`src/adcsc_pkg.sv`:
```
// constants and types shared by the serial converter control block
package adcsc_pkg;
    localparam int RESULT_W = 12;
    localparam int CTRL_W = 8;
    localparam int BUF_DEPTH = 2;
    localparam logic [4:0] CONV_CYCLES = 5'h10;
    localparam logic [4:0] FCNT_IDLE = 5'h00;
    localparam logic [4:0] TRACK_FIRST = 5'h01;
    localparam logic [4:0] HOLD_FIRST = 5'h04;
    localparam logic [4:0] RESULT_FIRST = 5'h05;
    localparam logic [3:0] CTRL_LAST_RISE = 4'h7;
    localparam logic [3:0] RCNT_IDLE = 4'h0;
    localparam int CHAN_SEL_LO_POS = 3;
    localparam int CHAN_SEL_MID_POS = 4;
    localparam int CHAN_SEL_HI_POS = 5;
    localparam logic CHAN_RESET = 1'b0;
    localparam logic [RESULT_W-1:0] RESULT_ZERO = 12'h000;
    localparam logic [CTRL_W-1:0] CTRL_RESET = 8'h00;
    localparam int SCLK_MAX_MHZ = 16;
    localparam int SYS_CLK_MHZ = 200;
    // rounded up so a host using this period never exceeds the serial clock limit
    localparam int SCLK_MIN_SYS_CYCLES = (SYS_CLK_MHZ + SCLK_MAX_MHZ - 1) / SCLK_MAX_MHZ;

    typedef enum logic [1:0] {
        PH_OFF,
        PH_TRACK,
        PH_HOLD,
        PH_GAP
    } adcsc_phase_e;
endpackage

```
`src/adcsc_word_if.sv`:
```
// valid/ready word carrier between the control block and its result buffer
interface adcsc_word_if #(
    parameter int W = adcsc_pkg::RESULT_W
);
    logic valid;
    logic ready;
    logic [W-1:0] data;

    modport src (output valid, output data, input ready);
    modport snk (input valid, input data, output ready);
endinterface

```
`src/adcsc_buf2.sv`:
```
// two-entry result buffer with registered ready on the filling side
module adcsc_buf2 (
    input wire logic clk,
    input wire logic rst,
    adcsc_word_if.snk wr,
    adcsc_word_if.src rd
);
    logic [adcsc_pkg::RESULT_W-1:0] mem_r [adcsc_pkg::BUF_DEPTH];
    logic wp_r;
    logic rp_r;
    logic [1:0] cnt_r;
    logic [1:0] cnt_nxt;
    logic ready_r;
    wire push = wr.valid & ready_r;
    wire pop = rd.valid & rd.ready;

    assign wr.ready = ready_r;
    assign rd.valid = (cnt_r != 2'h0);
    assign rd.data = mem_r[rp_r];
    assign cnt_nxt = 2'(cnt_r + {1'b0, push} - {1'b0, pop});

    always_ff @(posedge clk or posedge rst) begin
        if (rst) begin
            wp_r <= 1'b0;
            rp_r <= 1'b0;
            cnt_r <= 2'h0;
            ready_r <= 1'b1;
        end else begin
            wp_r <= wp_r ^ push;
            rp_r <= rp_r ^ pop;
            cnt_r <= cnt_nxt;
            // registered from the next count so the source sees full in the same cycle it fills; never overfills
            ready_r <= (cnt_nxt != 2'h2);
        end
    end

    always_ff @(posedge clk) begin
        if (push) begin
            mem_r[wp_r] <= wr.data;
        end
    end
endmodule // adcsc_buf2

```
`src/adcsc_top.sv`:
```
// serial control logic of a two-channel 12-bit sampling converter
// Overview of operation
// (RL1) control bits seven, six, two, one and zero have no effect on anything.
// (RL2) control bits five to three pick the input for the next track phase; bit 3 low is input one, high is input two, bit 5 ignored.
// (RL3) the host never sends bit 4 set; output is then undefined.
// (RL4) each result is an unsigned straight-binary 12-bit code.
// (RL5) the device is powered while frame select is low and powered down while it is high, except for the gap.
// (RL6) power-down starts after the 16th falling serial clock edge and lasts until the next 1st falling edge.
// (RL7) each conversion is exactly 16 serial clock cycles and conversions may run back to back.
// (RL8) with frame select low and the clock running, a new conversion follows each finished one without limit.
// (RL9) the host keeps the serial clock at or below 16 MHz, giving one sample per 16 clocks at most.
// (RL10) a host saving power keeps the clock fast and converts less often, leaving the device shut down between.
// (RL11) the control word is taken from the data input on the first 8 rising clock edges of each conversion.
// (RL12) the result leaves most significant bit first, starting on the 5th clock cycle.
// (RL13) the host frames each transfer with frame select and sends a multiple of 16 rising edges per frame; the testbench also sends one frame of 3.
// (RL14) the data output is released while frame select is high and driven only while it is low.
// (RL15) zeros are driven before the first result bit and after the last until the 16th cycle ends.
module adcsc_top (
    // system
    input wire logic SYS_CLK_IN,
    input wire logic RESET_IN,
    // serial port
    input wire logic CS_N_IN,
    input wire logic SCLK_IN,
    input wire logic DIN_IN,
    output logic DOUT_OUT,
    output logic DOUT_OE_OUT,
    // converter core
    output logic POWER_ON_OUT,
    output logic TRACK_OUT,
    output logic CHANNEL_SEL_OUT,
    output logic SAMPLE_START_OUT,
    input wire logic [adcsc_pkg::RESULT_W-1:0] RESULT_IN,
    input wire logic RESULT_VALID_IN,
    output logic RESULT_READY_OUT
);
    logic sclk_d_r;
    logic cs_n_d_r;
    logic [4:0] fcnt_r;
    logic [4:0] fcnt_nxt;
    logic [3:0] rcnt_r;
    logic [adcsc_pkg::CTRL_W-1:0] ctrl_sh_r;
    logic [adcsc_pkg::CTRL_W-1:0] ctrl_word;
    logic pend_ch_r;
    logic word_ok_r;
    logic chan_r;
    adcsc_pkg::adcsc_phase_e phase_r;
    adcsc_pkg::adcsc_phase_e phase_nxt;
    logic [adcsc_pkg::RESULT_W-1:0] res_sh_r;
    logic [adcsc_pkg::RESULT_W-1:0] res_head;
    logic dout_r;
    logic dout_oe_r;
    logic power_r;
    logic track_r;
    logic start_r;

    adcsc_word_if res_in_if ();
    adcsc_word_if res_out_if ();

    adcsc_buf2 u_buf (
        .clk(SYS_CLK_IN),
        .rst(RESET_IN),
        .wr(res_in_if.snk),
        .rd(res_out_if.src)
    );

    // the core's result enters the buffer; the buffer's own flop is the ready port
    assign res_in_if.valid = RESULT_VALID_IN;
    assign res_in_if.data = RESULT_IN;

    wire frame_on = ~CS_N_IN;
    wire sclk_rise = SCLK_IN & ~sclk_d_r;
    wire sclk_fall = ~SCLK_IN & sclk_d_r;
    wire cs_fall = ~CS_N_IN & cs_n_d_r;
    // a frame start with the clock parked low counts as the first falling edge
    wire fall_ev = frame_on & (sclk_fall | (cs_fall & ~SCLK_IN));
    wire rise_ev = frame_on & sclk_rise;
    // back-to-back conversions: the 16th cycle rolls straight into the next
    wire conv_start = fall_ev & ((fcnt_r == adcsc_pkg::FCNT_IDLE)
        | (fcnt_r == adcsc_pkg::CONV_CYCLES)); // RL7 RL8
    wire ctrl_take = rise_ev & (rcnt_r <= adcsc_pkg::CTRL_LAST_RISE); // RL11
    wire ctrl_done = ctrl_take & (rcnt_r == adcsc_pkg::CTRL_LAST_RISE);
    wire load_res = fall_ev & (fcnt_nxt == adcsc_pkg::RESULT_FIRST); // RL12
    wire hold_go = fall_ev & (fcnt_nxt == adcsc_pkg::HOLD_FIRST);

    assign ctrl_word = {ctrl_sh_r[adcsc_pkg::CTRL_W-2:0], DIN_IN};
    // empty buffer at load time yields zeros; only the pop is acknowledged
    assign res_head = res_out_if.valid ? res_out_if.data : adcsc_pkg::RESULT_ZERO; // RL4
    assign res_out_if.ready = load_res;

    always_comb begin
        fcnt_nxt = fcnt_r;
        if (!frame_on) begin
            fcnt_nxt = adcsc_pkg::FCNT_IDLE;
        end else if (conv_start) begin
            fcnt_nxt = adcsc_pkg::TRACK_FIRST;
        end else if (fall_ev) begin
            fcnt_nxt = 5'(fcnt_r + 5'h01);
        end
    end

    always_comb begin
        phase_nxt = phase_r;
        if (!frame_on) begin
            phase_nxt = adcsc_pkg::PH_OFF; // RL5
        end else if (fall_ev) begin
            case (fcnt_nxt)
                adcsc_pkg::CONV_CYCLES: begin
                    phase_nxt = adcsc_pkg::PH_GAP; // RL6
                end
                default: begin
                    if (fcnt_nxt < adcsc_pkg::HOLD_FIRST) begin
                        phase_nxt = adcsc_pkg::PH_TRACK;
                    end else begin
                        phase_nxt = adcsc_pkg::PH_HOLD;
                    end
                end
            endcase
        end
    end

    always_ff @(posedge SYS_CLK_IN or posedge RESET_IN) begin
        if (RESET_IN) begin
            sclk_d_r <= 1'b0;
            cs_n_d_r <= 1'b1;
            fcnt_r <= adcsc_pkg::FCNT_IDLE;
            phase_r <= adcsc_pkg::PH_OFF;
        end else begin
            sclk_d_r <= SCLK_IN;
            cs_n_d_r <= CS_N_IN;
            fcnt_r <= fcnt_nxt;
            phase_r <= phase_nxt;
        end
    end

    // control word capture; only bit 3 is kept, bits 7..4 and 2..0 are dropped
    always_ff @(posedge SYS_CLK_IN or posedge RESET_IN) begin
        if (RESET_IN) begin
            rcnt_r <= adcsc_pkg::RCNT_IDLE;
            ctrl_sh_r <= adcsc_pkg::CTRL_RESET;
            pend_ch_r <= adcsc_pkg::CHAN_RESET;
            word_ok_r <= 1'b0;
        end else begin
            if (!frame_on || conv_start) begin
                rcnt_r <= adcsc_pkg::RCNT_IDLE;
            end else if (ctrl_take) begin
                rcnt_r <= 4'(rcnt_r + 4'h1);
            end
            if (ctrl_take) begin
                ctrl_sh_r <= ctrl_word; // RL11
            end
            if (ctrl_done) begin
                pend_ch_r <= ctrl_word[adcsc_pkg::CHAN_SEL_LO_POS]; // RL1 RL2 RL3
            end
            // a new word may finish after a conv_start only in a later cycle;
            // a complete word outlives frame select high and steers the next frame
            if (ctrl_done) begin
                word_ok_r <= 1'b1;
            end else if (conv_start) begin
                word_ok_r <= 1'b0;
            end
        end
    end

    // channel takes effect at the next track phase; stays across frames
    always_ff @(posedge SYS_CLK_IN or posedge RESET_IN) begin
        if (RESET_IN) begin
            chan_r <= adcsc_pkg::CHAN_RESET;
        end else if (conv_start && word_ok_r) begin
            chan_r <= pend_ch_r; // RL2
        end
    end

    // result shifter: zeros in cycles 1..4, then msb first, zeros beyond the lsb
    always_ff @(posedge SYS_CLK_IN or posedge RESET_IN) begin
        if (RESET_IN) begin
            res_sh_r <= adcsc_pkg::RESULT_ZERO;
            dout_r <= 1'b0;
        end else if (!frame_on) begin
            res_sh_r <= adcsc_pkg::RESULT_ZERO;
            dout_r <= 1'b0;
        end else if (load_res) begin
            res_sh_r <= {res_head[adcsc_pkg::RESULT_W-2:0], 1'b0}; // RL12
            dout_r <= res_head[adcsc_pkg::RESULT_W-1];
        end else if (fall_ev) begin
            if (fcnt_nxt < adcsc_pkg::RESULT_FIRST) begin
                res_sh_r <= adcsc_pkg::RESULT_ZERO;
                dout_r <= 1'b0; // RL15
            end else begin
                res_sh_r <= {res_sh_r[adcsc_pkg::RESULT_W-2:0], 1'b0};
                dout_r <= res_sh_r[adcsc_pkg::RESULT_W-1]; // RL15
            end
        end
    end

    always_ff @(posedge SYS_CLK_IN or posedge RESET_IN) begin
        if (RESET_IN) begin
            dout_oe_r <= 1'b0;
            power_r <= 1'b0;
            track_r <= 1'b0;
            start_r <= 1'b0;
        end else begin
            dout_oe_r <= frame_on; // RL14
            power_r <= (phase_nxt == adcsc_pkg::PH_TRACK)
                | (phase_nxt == adcsc_pkg::PH_HOLD); // RL5 RL6
            track_r <= (phase_nxt == adcsc_pkg::PH_TRACK);
            start_r <= hold_go;
        end
    end

    assign DOUT_OUT = dout_r;
    assign DOUT_OE_OUT = dout_oe_r;
    assign POWER_ON_OUT = power_r;
    assign TRACK_OUT = track_r;
    assign CHANNEL_SEL_OUT = chan_r;
    assign SAMPLE_START_OUT = start_r;
    assign RESULT_READY_OUT = res_in_if.ready;
endmodule // adcsc_top

```
`config.mk`:
```
export PLATFORM = sky130hd
export DESIGN_NAME = adcsc_top
export DESIGN_NICKNAME = d
export VERILOG_FILES = /design/src/adcsc_pkg.sv /design/src/adcsc_word_if.sv /design/src/adcsc_buf2.sv /design/src/adcsc_top.sv
export SDC_FILE = /design/constraint.sdc
export NUM_CORES = 1
export LEC_CHECK = 0
export BUFFER_PORTS_ARGS = -buffer_cell sky130_fd_sc_hd__buf_2
export CAP_MARGIN = 40
export CORE_MARGIN = 5
export CORE_UTILIZATION = 45
export CTS_CLUSTER_SIZE = 12
export DETAILED_ROUTE_END_ITERATION = 10
export PLACE_DENSITY = 0.67
export RECOVER_POWER = 25
export SETUP_SLACK_MARGIN = 0.15
export SLEW_MARGIN = 15
export SYNTH_ARGS = -nofsm -noshare
export SYNTH_HDL_FRONTEND = slang
export SYNTH_SLANG_ARGS = --single-unit
export TNS_END_PERCENT = 10
```
`constraint.sdc`:
```
create_clock -name SYS_CLK_IN -period 4.1 [get_ports SYS_CLK_IN]
set_input_delay 0.615 -clock SYS_CLK_IN [delete_from_list [all_inputs] [get_ports SYS_CLK_IN]]
set_output_delay 0.615 -clock SYS_CLK_IN [all_outputs]
set_load 0.02 [all_outputs]
```
== Yosys cells after proc, flatten, opt, wreduce, memory -nomap -nowiden ==
Memories as Yosys holds them, arrays and structs flattened.
Index checks and enable logic that the tools add are counted.
W data, S select, Z words.
Cells by class
  eq/ne operators: 8
  multiply operators: 0
  shift-type cells: 0
  $add $sub $neg: 4
  muxes and demuxes: 22
  order comparisons: 3
  bitwise gates (word level): 21
  div/mod/pow operators: 0
  reduce and logical (&&, ||, !) cells: 7
Operators by type and width (count)
  $mux W12: 5
  $mux W5: 3
  $and A1 B1 Y1: 13
  $eq A5 B3 Y1 const B: 2
  $eq A5 B5 Y1 const B: 2
  $lt A5 B3 Y1 const B: 2
  $mux W1: 8
  $mux W2: 4
  $mux W4: 2
  $reduce_bool A2 Y1: 3
  $add A5 B1 Y5 const B: 1
  $logic_not A5 Y1: 1
  $add A4 B1 Y4 const B: 1
  $eq A4 B3 Y1 const B: 1
  $le A4 B3 Y1 const B: 1
  $not A1 Y1: 3
  $or A1 B1 Y1: 3
  $reduce_bool A3 Y1: 1
  $add A2 B1 Y2: 1
  $eq A2 B1 Y1 const B: 1
  $eq A2 B2 Y1 const B: 1
  $ne A2 B2 Y1 const B: 1
  $sub A2 B1 Y2: 1
  $xor A1 B1 Y1: 2
  other kinds (2): 2
Word-level totals
  bits in read-only memories: 0
  bits in writable memories: 24
  bits of input ports: 18
  output and inout port bits: 7
  register bits after elaboration: 41
  latch bits: 0
  memories: 1
Memory list
  u_buf.mem_r: depth 2, bits a word 12, read ports 1, clocked after memory_dff 0, write ports 1, line adcsc_buf2.sv:8  | logic [adcsc_pkg::RESULT_W-1:0] mem_r [adcsc_pkg::BUF_DEPTH];

== Depth between registers and ports, before layout ==
  word-level depth: 15
  gate-level depth with buffers: 15

== Modules after synthesis ==
Synthesis repeated with hierarchy kept, for this count alone.
Unflattened totals
  cells, all modules: 237
  area total of the unflattened synthesis: 2887.8 um^2
Modules (own cells, without submodules)
  adcsc_top: cells an instance 173, area each 1754.2 um^2, seq. area each 877.1 um^2, times used 1
  adcsc_buf2: cells an instance 64, area each 1133.6 um^2, seq. area each 847.1 um^2, times used 1

== Worst setup path before layout ==
Ideal clock, no wire load.
  kind: in2reg
  start point: input CS_N_IN
  end point: register u_buf.ready_r, in the netlist u_buf.wr.ready
  required time: 4019 ps
  data arrival time: 2920 ps
  cell stages on the path: 14
  slack: 1099 ps
  path buffers: 3
  setup time: 81 ps
  cells stage by stage: buf_2 > or2_2 > nor3_1 > o211ai_1 > or4_1 > buf_2 > buf_6 > inv_1 > ha_1 > inv_1 > ha_1 > xnor2_1 > xnor2_1 > nand2b_1
On the way
  cells in the longest elaborated chain, start to end: 13
  elaborated cells between the ends (all ways): 14
  those cells by class: add/sub (1); eq/ne (2); mux (3); bitwise (8)
RTL lines
  from (decl): line adcsc_top.sv:23  | input wire logic CS_N_IN,
  $not A1 Y1: line adcsc_top.sv:71, adcsc_top.sv:74
  $and A1 B1 Y1: line adcsc_top.sv:74  | wire cs_fall = ~CS_N_IN & cs_n_d_r;
  $and A1 B1 Y1: line adcsc_top.sv:76  | wire fall_ev = frame_on & (sclk_fall | (cs_fall & ~SCLK_IN));
  $or A1 B1 Y1: line adcsc_top.sv:76
  $and A1 B1 Y1: line adcsc_top.sv:76
  $mux W5 / $and A1 B1 Y1 (equally long branches): line adcsc_top.sv:97, adcsc_top.sv:79
  $mux W5: line adcsc_top.sv:95  | end else if (conv_start) begin
  $mux W5: line adcsc_top.sv:93  | if (!frame_on) begin
  $eq A5 B3 Y1: line adcsc_top.sv:83  | wire load_res = fall_ev & (fcnt_nxt == adcsc_pkg::RESULT_FIRST);
  $and A1 B1 Y1 (*): line adcsc_top.sv:83
  $and A1 B1 Y1 (*): line adcsc_buf2.sv:15  | wire pop = rd.valid & rd.ready;
  $sub A2 B1 Y2 (*): line adcsc_buf2.sv:20  | assign cnt_nxt = 2'(cnt_r + {1'b0, push} - {1'b0, pop});
  via u_buf.cnt_nxt[1]: line adcsc_buf2.sv:12  | logic [1:0] cnt_nxt;
  $ne A2 B2 Y1 (*): line adcsc_buf2.sv:33  | ready_r <= (cnt_nxt != 2'h2);
  to (signal assigned): line adcsc_buf2.sv:33
  to (decl): line adcsc_buf2.sv:13  | logic ready_r;
The timed path passes the listed nets; every way through them passes the cells marked *.
A chain may end at the register's enable or synchronous reset.

== Worst setup path after layout ==
  start point: register fcnt_r[0]
  end point: register u_buf.ready_r, in the netlist u_buf.wr.ready
On the way
  cells in the longest elaborated chain, start to end: 10
  elaborated cells between the ends (all ways): 13
  those cells by class: add/sub (2); eq/ne (3); mux (3); bitwise (4); reduce/logical (1)
RTL lines
  from (decl): line adcsc_top.sv:39  | logic [4:0] fcnt_r;
  from (signal assigned): line adcsc_top.sv:126  | fcnt_r <= adcsc_pkg::FCNT_IDLE;
  from (signal assigned): line adcsc_top.sv:131  | fcnt_r <= fcnt_nxt;
  branches (longest 3 deep; another with $add A5 B1 Y5)
  $mux W5 (*): line adcsc_top.sv:95
  $mux W5 (*): line adcsc_top.sv:93
  via fcnt_nxt[4]: line adcsc_top.sv:40  | logic [4:0] fcnt_nxt;
  $eq A5 B3 Y1 (*): line adcsc_top.sv:83
  $and A1 B1 Y1 (*): line adcsc_top.sv:83
  $and A1 B1 Y1 (*): line adcsc_buf2.sv:15
  $sub A2 B1 Y2 (*): line adcsc_buf2.sv:20
  via u_buf.cnt_nxt[1]: line adcsc_buf2.sv:12
  $ne A2 B2 Y1 (*): line adcsc_buf2.sv:33
Mark *: on every way through the listed nets, which the timed path passes.

==> qor.yml <==
run_status:
  run_status: "finished, violations left"
  violations: "capacitance limit, slew limit"
placement:
  placed_cell_area_sq_um: 2990
  dpl.hpwl_um: 3400
  portBuffers: 24
  place_inst: 316
  gp_congestion: 0.909
global_route:
  maximum_number_of_pins_on_one_net_before_global_route_repair: 41
  initial_antenna_violation_count: 0
  grt_overflow_total: 0
  grtUsageTotal: 0.143
  grt_pass1_wl_um: 8400
  vias_in_the_first_global_route: 1732
layout:
  fillCellCount: 526
  layout-area-overhead-vs-synth_pct: 12.9
  non_filler_instances: 332
  insertedDiodeCount: 0
  post-route-cell-area_sq_um: 3180
  drive_gt1_frac: 0.210
  design.final.nets: 278
power:
  cellLeakagePower_nw: 1.47
  power_density_nw_per_um2: 472
  worst_ir_drop_vdd_v: 0.000279
  power_w: 0.00150
clock_tree:
  post_cts.repair.setup_buffers: 0
  cts.sinks: 64
  clock_h_tree_levels: 3
  clock_tree.buffer_depth: 2
  cts_resized: 0
  cts_made_buffers: 9
  postCtsHoldBufs: 0
  clock-root-buffer: "clkbuf_8"
  clk_pin_slew_ns: 0.07
  worst_skew_pair.late_latency_ns: 0.34
  clock_tree_from_tritoncts: "done"
die:
  initial_core_util: 0.470
  die-width_um: 89.1
  die_height_um: 89.1
  ioPinCount: 25
  fp.dieArea_sq_um: 7930
  fp-row-count: 28
  core_area_sq_um: 5990
yosys:
  syn-mean-instance-area_sq_um: 12.6
  synth_ff_type: "dfrtp_1"
  netlist.area_leader.share: 0.338
  synth-seq-cells: 64
  post_synth_inst_count: 224
  yosysSeqAreaShare: 0.613
  ys.warnings.count: 0
  area_leader_netlist: "dfrtp_1"
  yosysMostFrequentCell: "dfrtp_1"
  synth_enable_flop_cells: 24
  post_synth_most_frequent_cells: "dfrtp_1, nor2_1, edfxtp_1"
  async_reset_ff_frac: 0.625
  synth_top_cells_by_area: "dfrtp_1, edfxtp_1, mux2i_1"
  syn_nets: 250
  yosys.cell_types.count: 46
  synth_area_sq_um: 2810
min_path:
  worstHoldPathType: "in2reg"
sta:
  hold_slack_final_ns: 0.457
  setup_viol: 0
  slew_headroom: -0.404
  clock-skew-final_ns: 0.00531
  maxClockFrequency_ghz: 0.306
  final_max_slew_viol_count: 41
  rsz_0062_raised_after_global_routing: "no"
  fin_setup_tns_ns: 0
  post-route-period-util: 0.797
  timing_hold_violations_final: 0
  min_tclk_post_route_ns: 3.27
  worst_slew_pin_slew_ns: 2.11
drt:
  wl_per_cell_um: 14.8
  route.detailed.vias_per_inst: 5.19
  detail_route.first_pass.iterations: 4
  drc: 0
  initialDrtViolationCount: 105
  drtAntennaViolNets: 0
  routed-via-count: 1724
  wl_um: 4930
setup_path:
  worst_ep_required_time_ns: 4.37
  cp-start-kind: "flop"
  worst-path-max-fanout: 14
  critPathArrivalTime_ns: 3.54
  sort_of_element_at_the_end_of_the_critical_path: "flop"
  worstPathCellList: "inv_1 > ha_1 > nor3b_4 > o221ai_1 > a32o_2 > or4_1 > inv_1 > ha_1 > inv_1 > ha_1 > xnor2_1 > xnor2_1 > nand2b_1"
  slowest_cell_on_the_critical_path: "or4_1"
  critical_path.max_stage_delay_ns: 0.77
  timing_worst_setup_path_type: "reg2reg"
flow_run:
  max_cap_viol_count: 1
-- cell usage in the layout, fill, tap and decap left out, types with 2 or more instances in the layout --
cell,Yosys,final
clkbuf_1,4,8
and3_1,12,12
a221oi_1,2,2
dfstp_2,2,2
xnor2_1,5,5
buf_2,3,17
a21oi_1,3,3
clkbuf_8,0,9
o311ai_0,2,2
buf_4,0,2
or2_2,2,2
a211o_2,6,6
clkinv_4,0,2
clkinv_2,0,2
mux2_2,5,5
mux2i_1,13,13
xor2_1,2,2
ha_1,8,8
nor3_1,5,5
edfxtp_1,24,24
inv_1,15,15
clkinvlp_4,0,2
dfrtp_1,38,38
o21ai_1,2,2
a211o_1,5,5
a2111oi_0,2,2
nand2b_1,3,3
nand3_1,4,4
nand2_1,8,8
nor2_1,26,26
nor2b_1,2,2
-- layer usage --
layer / vias to the layer above / global-route usage / share of wire
met3: 8 / 0.0488 / 0.050
li1: 862 / - / -
met5: - / 0 / 0
met2: 41 / 0.196 / 0.45
met4: 0 / 0.0717 / 0.018
met1: 813 / 0.203 / 0.48
-- cells by family after synthesis --
kind of cell	Yosys count	synth area share
simple gates	68	0.125
flops	64	0.613
compound gates	33	0.0970
buf+inv	26	0.0418
mux	18	0.0663
fa+ha+maj	8	0.0356
xor+xnor	7	0.0218
-- area by class of cell --
cell class                 count  area, sq um  share of cell area
timing repair buffer          27          130              0.0410
clock buffer                   9          124              0.0390
tap                           75         93.8              0.0296
multi-input combinational    134          971               0.306
clock inverter                 7         72.6              0.0229
inverter                      16         60.1              0.0189
sequential                    64         1720               0.543
-- worst paths after layout --
path,startpoint,endpoint,slack (ns),depth (start not counted)
max,fcnt_r[0],u_buf.wr.ready,0.83,13
min,RESULT_IN[8],u_buf.mem_r[1][8],0.46,1
max reg2reg,fcnt_r[0],u_buf.wr.ready,0.83,13
min reg2reg,res_sh_r[8],res_sh_r[9],0.48,1
max in group asynchronous,RESET_IN,DOUT_OUT,1.87,3
min in group asynchronous,RESET_IN,rcnt_r[1],1.03,3
-- stage by stage --
| stage | util | setup WS (ns) |
|---|---|---|
| after floorplan | - | 1.10 |
| after global placement | 0.499 | 0.838 |
| after detailed placement | 0.499 | 0.754 |
| after CTS | 0.532 | 0.816 |
| final | 0.530 | 0.834 |
| after global routing | 0.530 | 0.580 |
-- sequential cells by signal (all words and copies together) (netlist names), 2 cells and up --
name / count
res_sh_r: 11
fcnt_r: 5
rcnt_r: 4
ctrl_sh_r: 3
phase_r: 2
u_buf.cnt_r: 2
u_buf.mem_r: 24
-- critical path: cells and delay by family (launching register included) --
family | cells | cell delay, ns
simple gates | 3 | 1.13
fa+ha+maj | 3 | 0.54
compound gates | 2 | 0.48
flops | 1 | 0.45
buf+inv | 3 | 0.31
xor+xnor | 2 | 0.30
-- power breakdown --
part	leakage (nW)	total [W]	internal, W	switching [W]
registers	0.751	0.000796	0.000763	0.0000327
clock network	0.0952	0.000529	0.000280	0.000250
logic	0.628	0.000175	0.0000675	0.000107
total	1.47	0.00150	0.00111	0.000389
(Power assumes the default switching activity.)
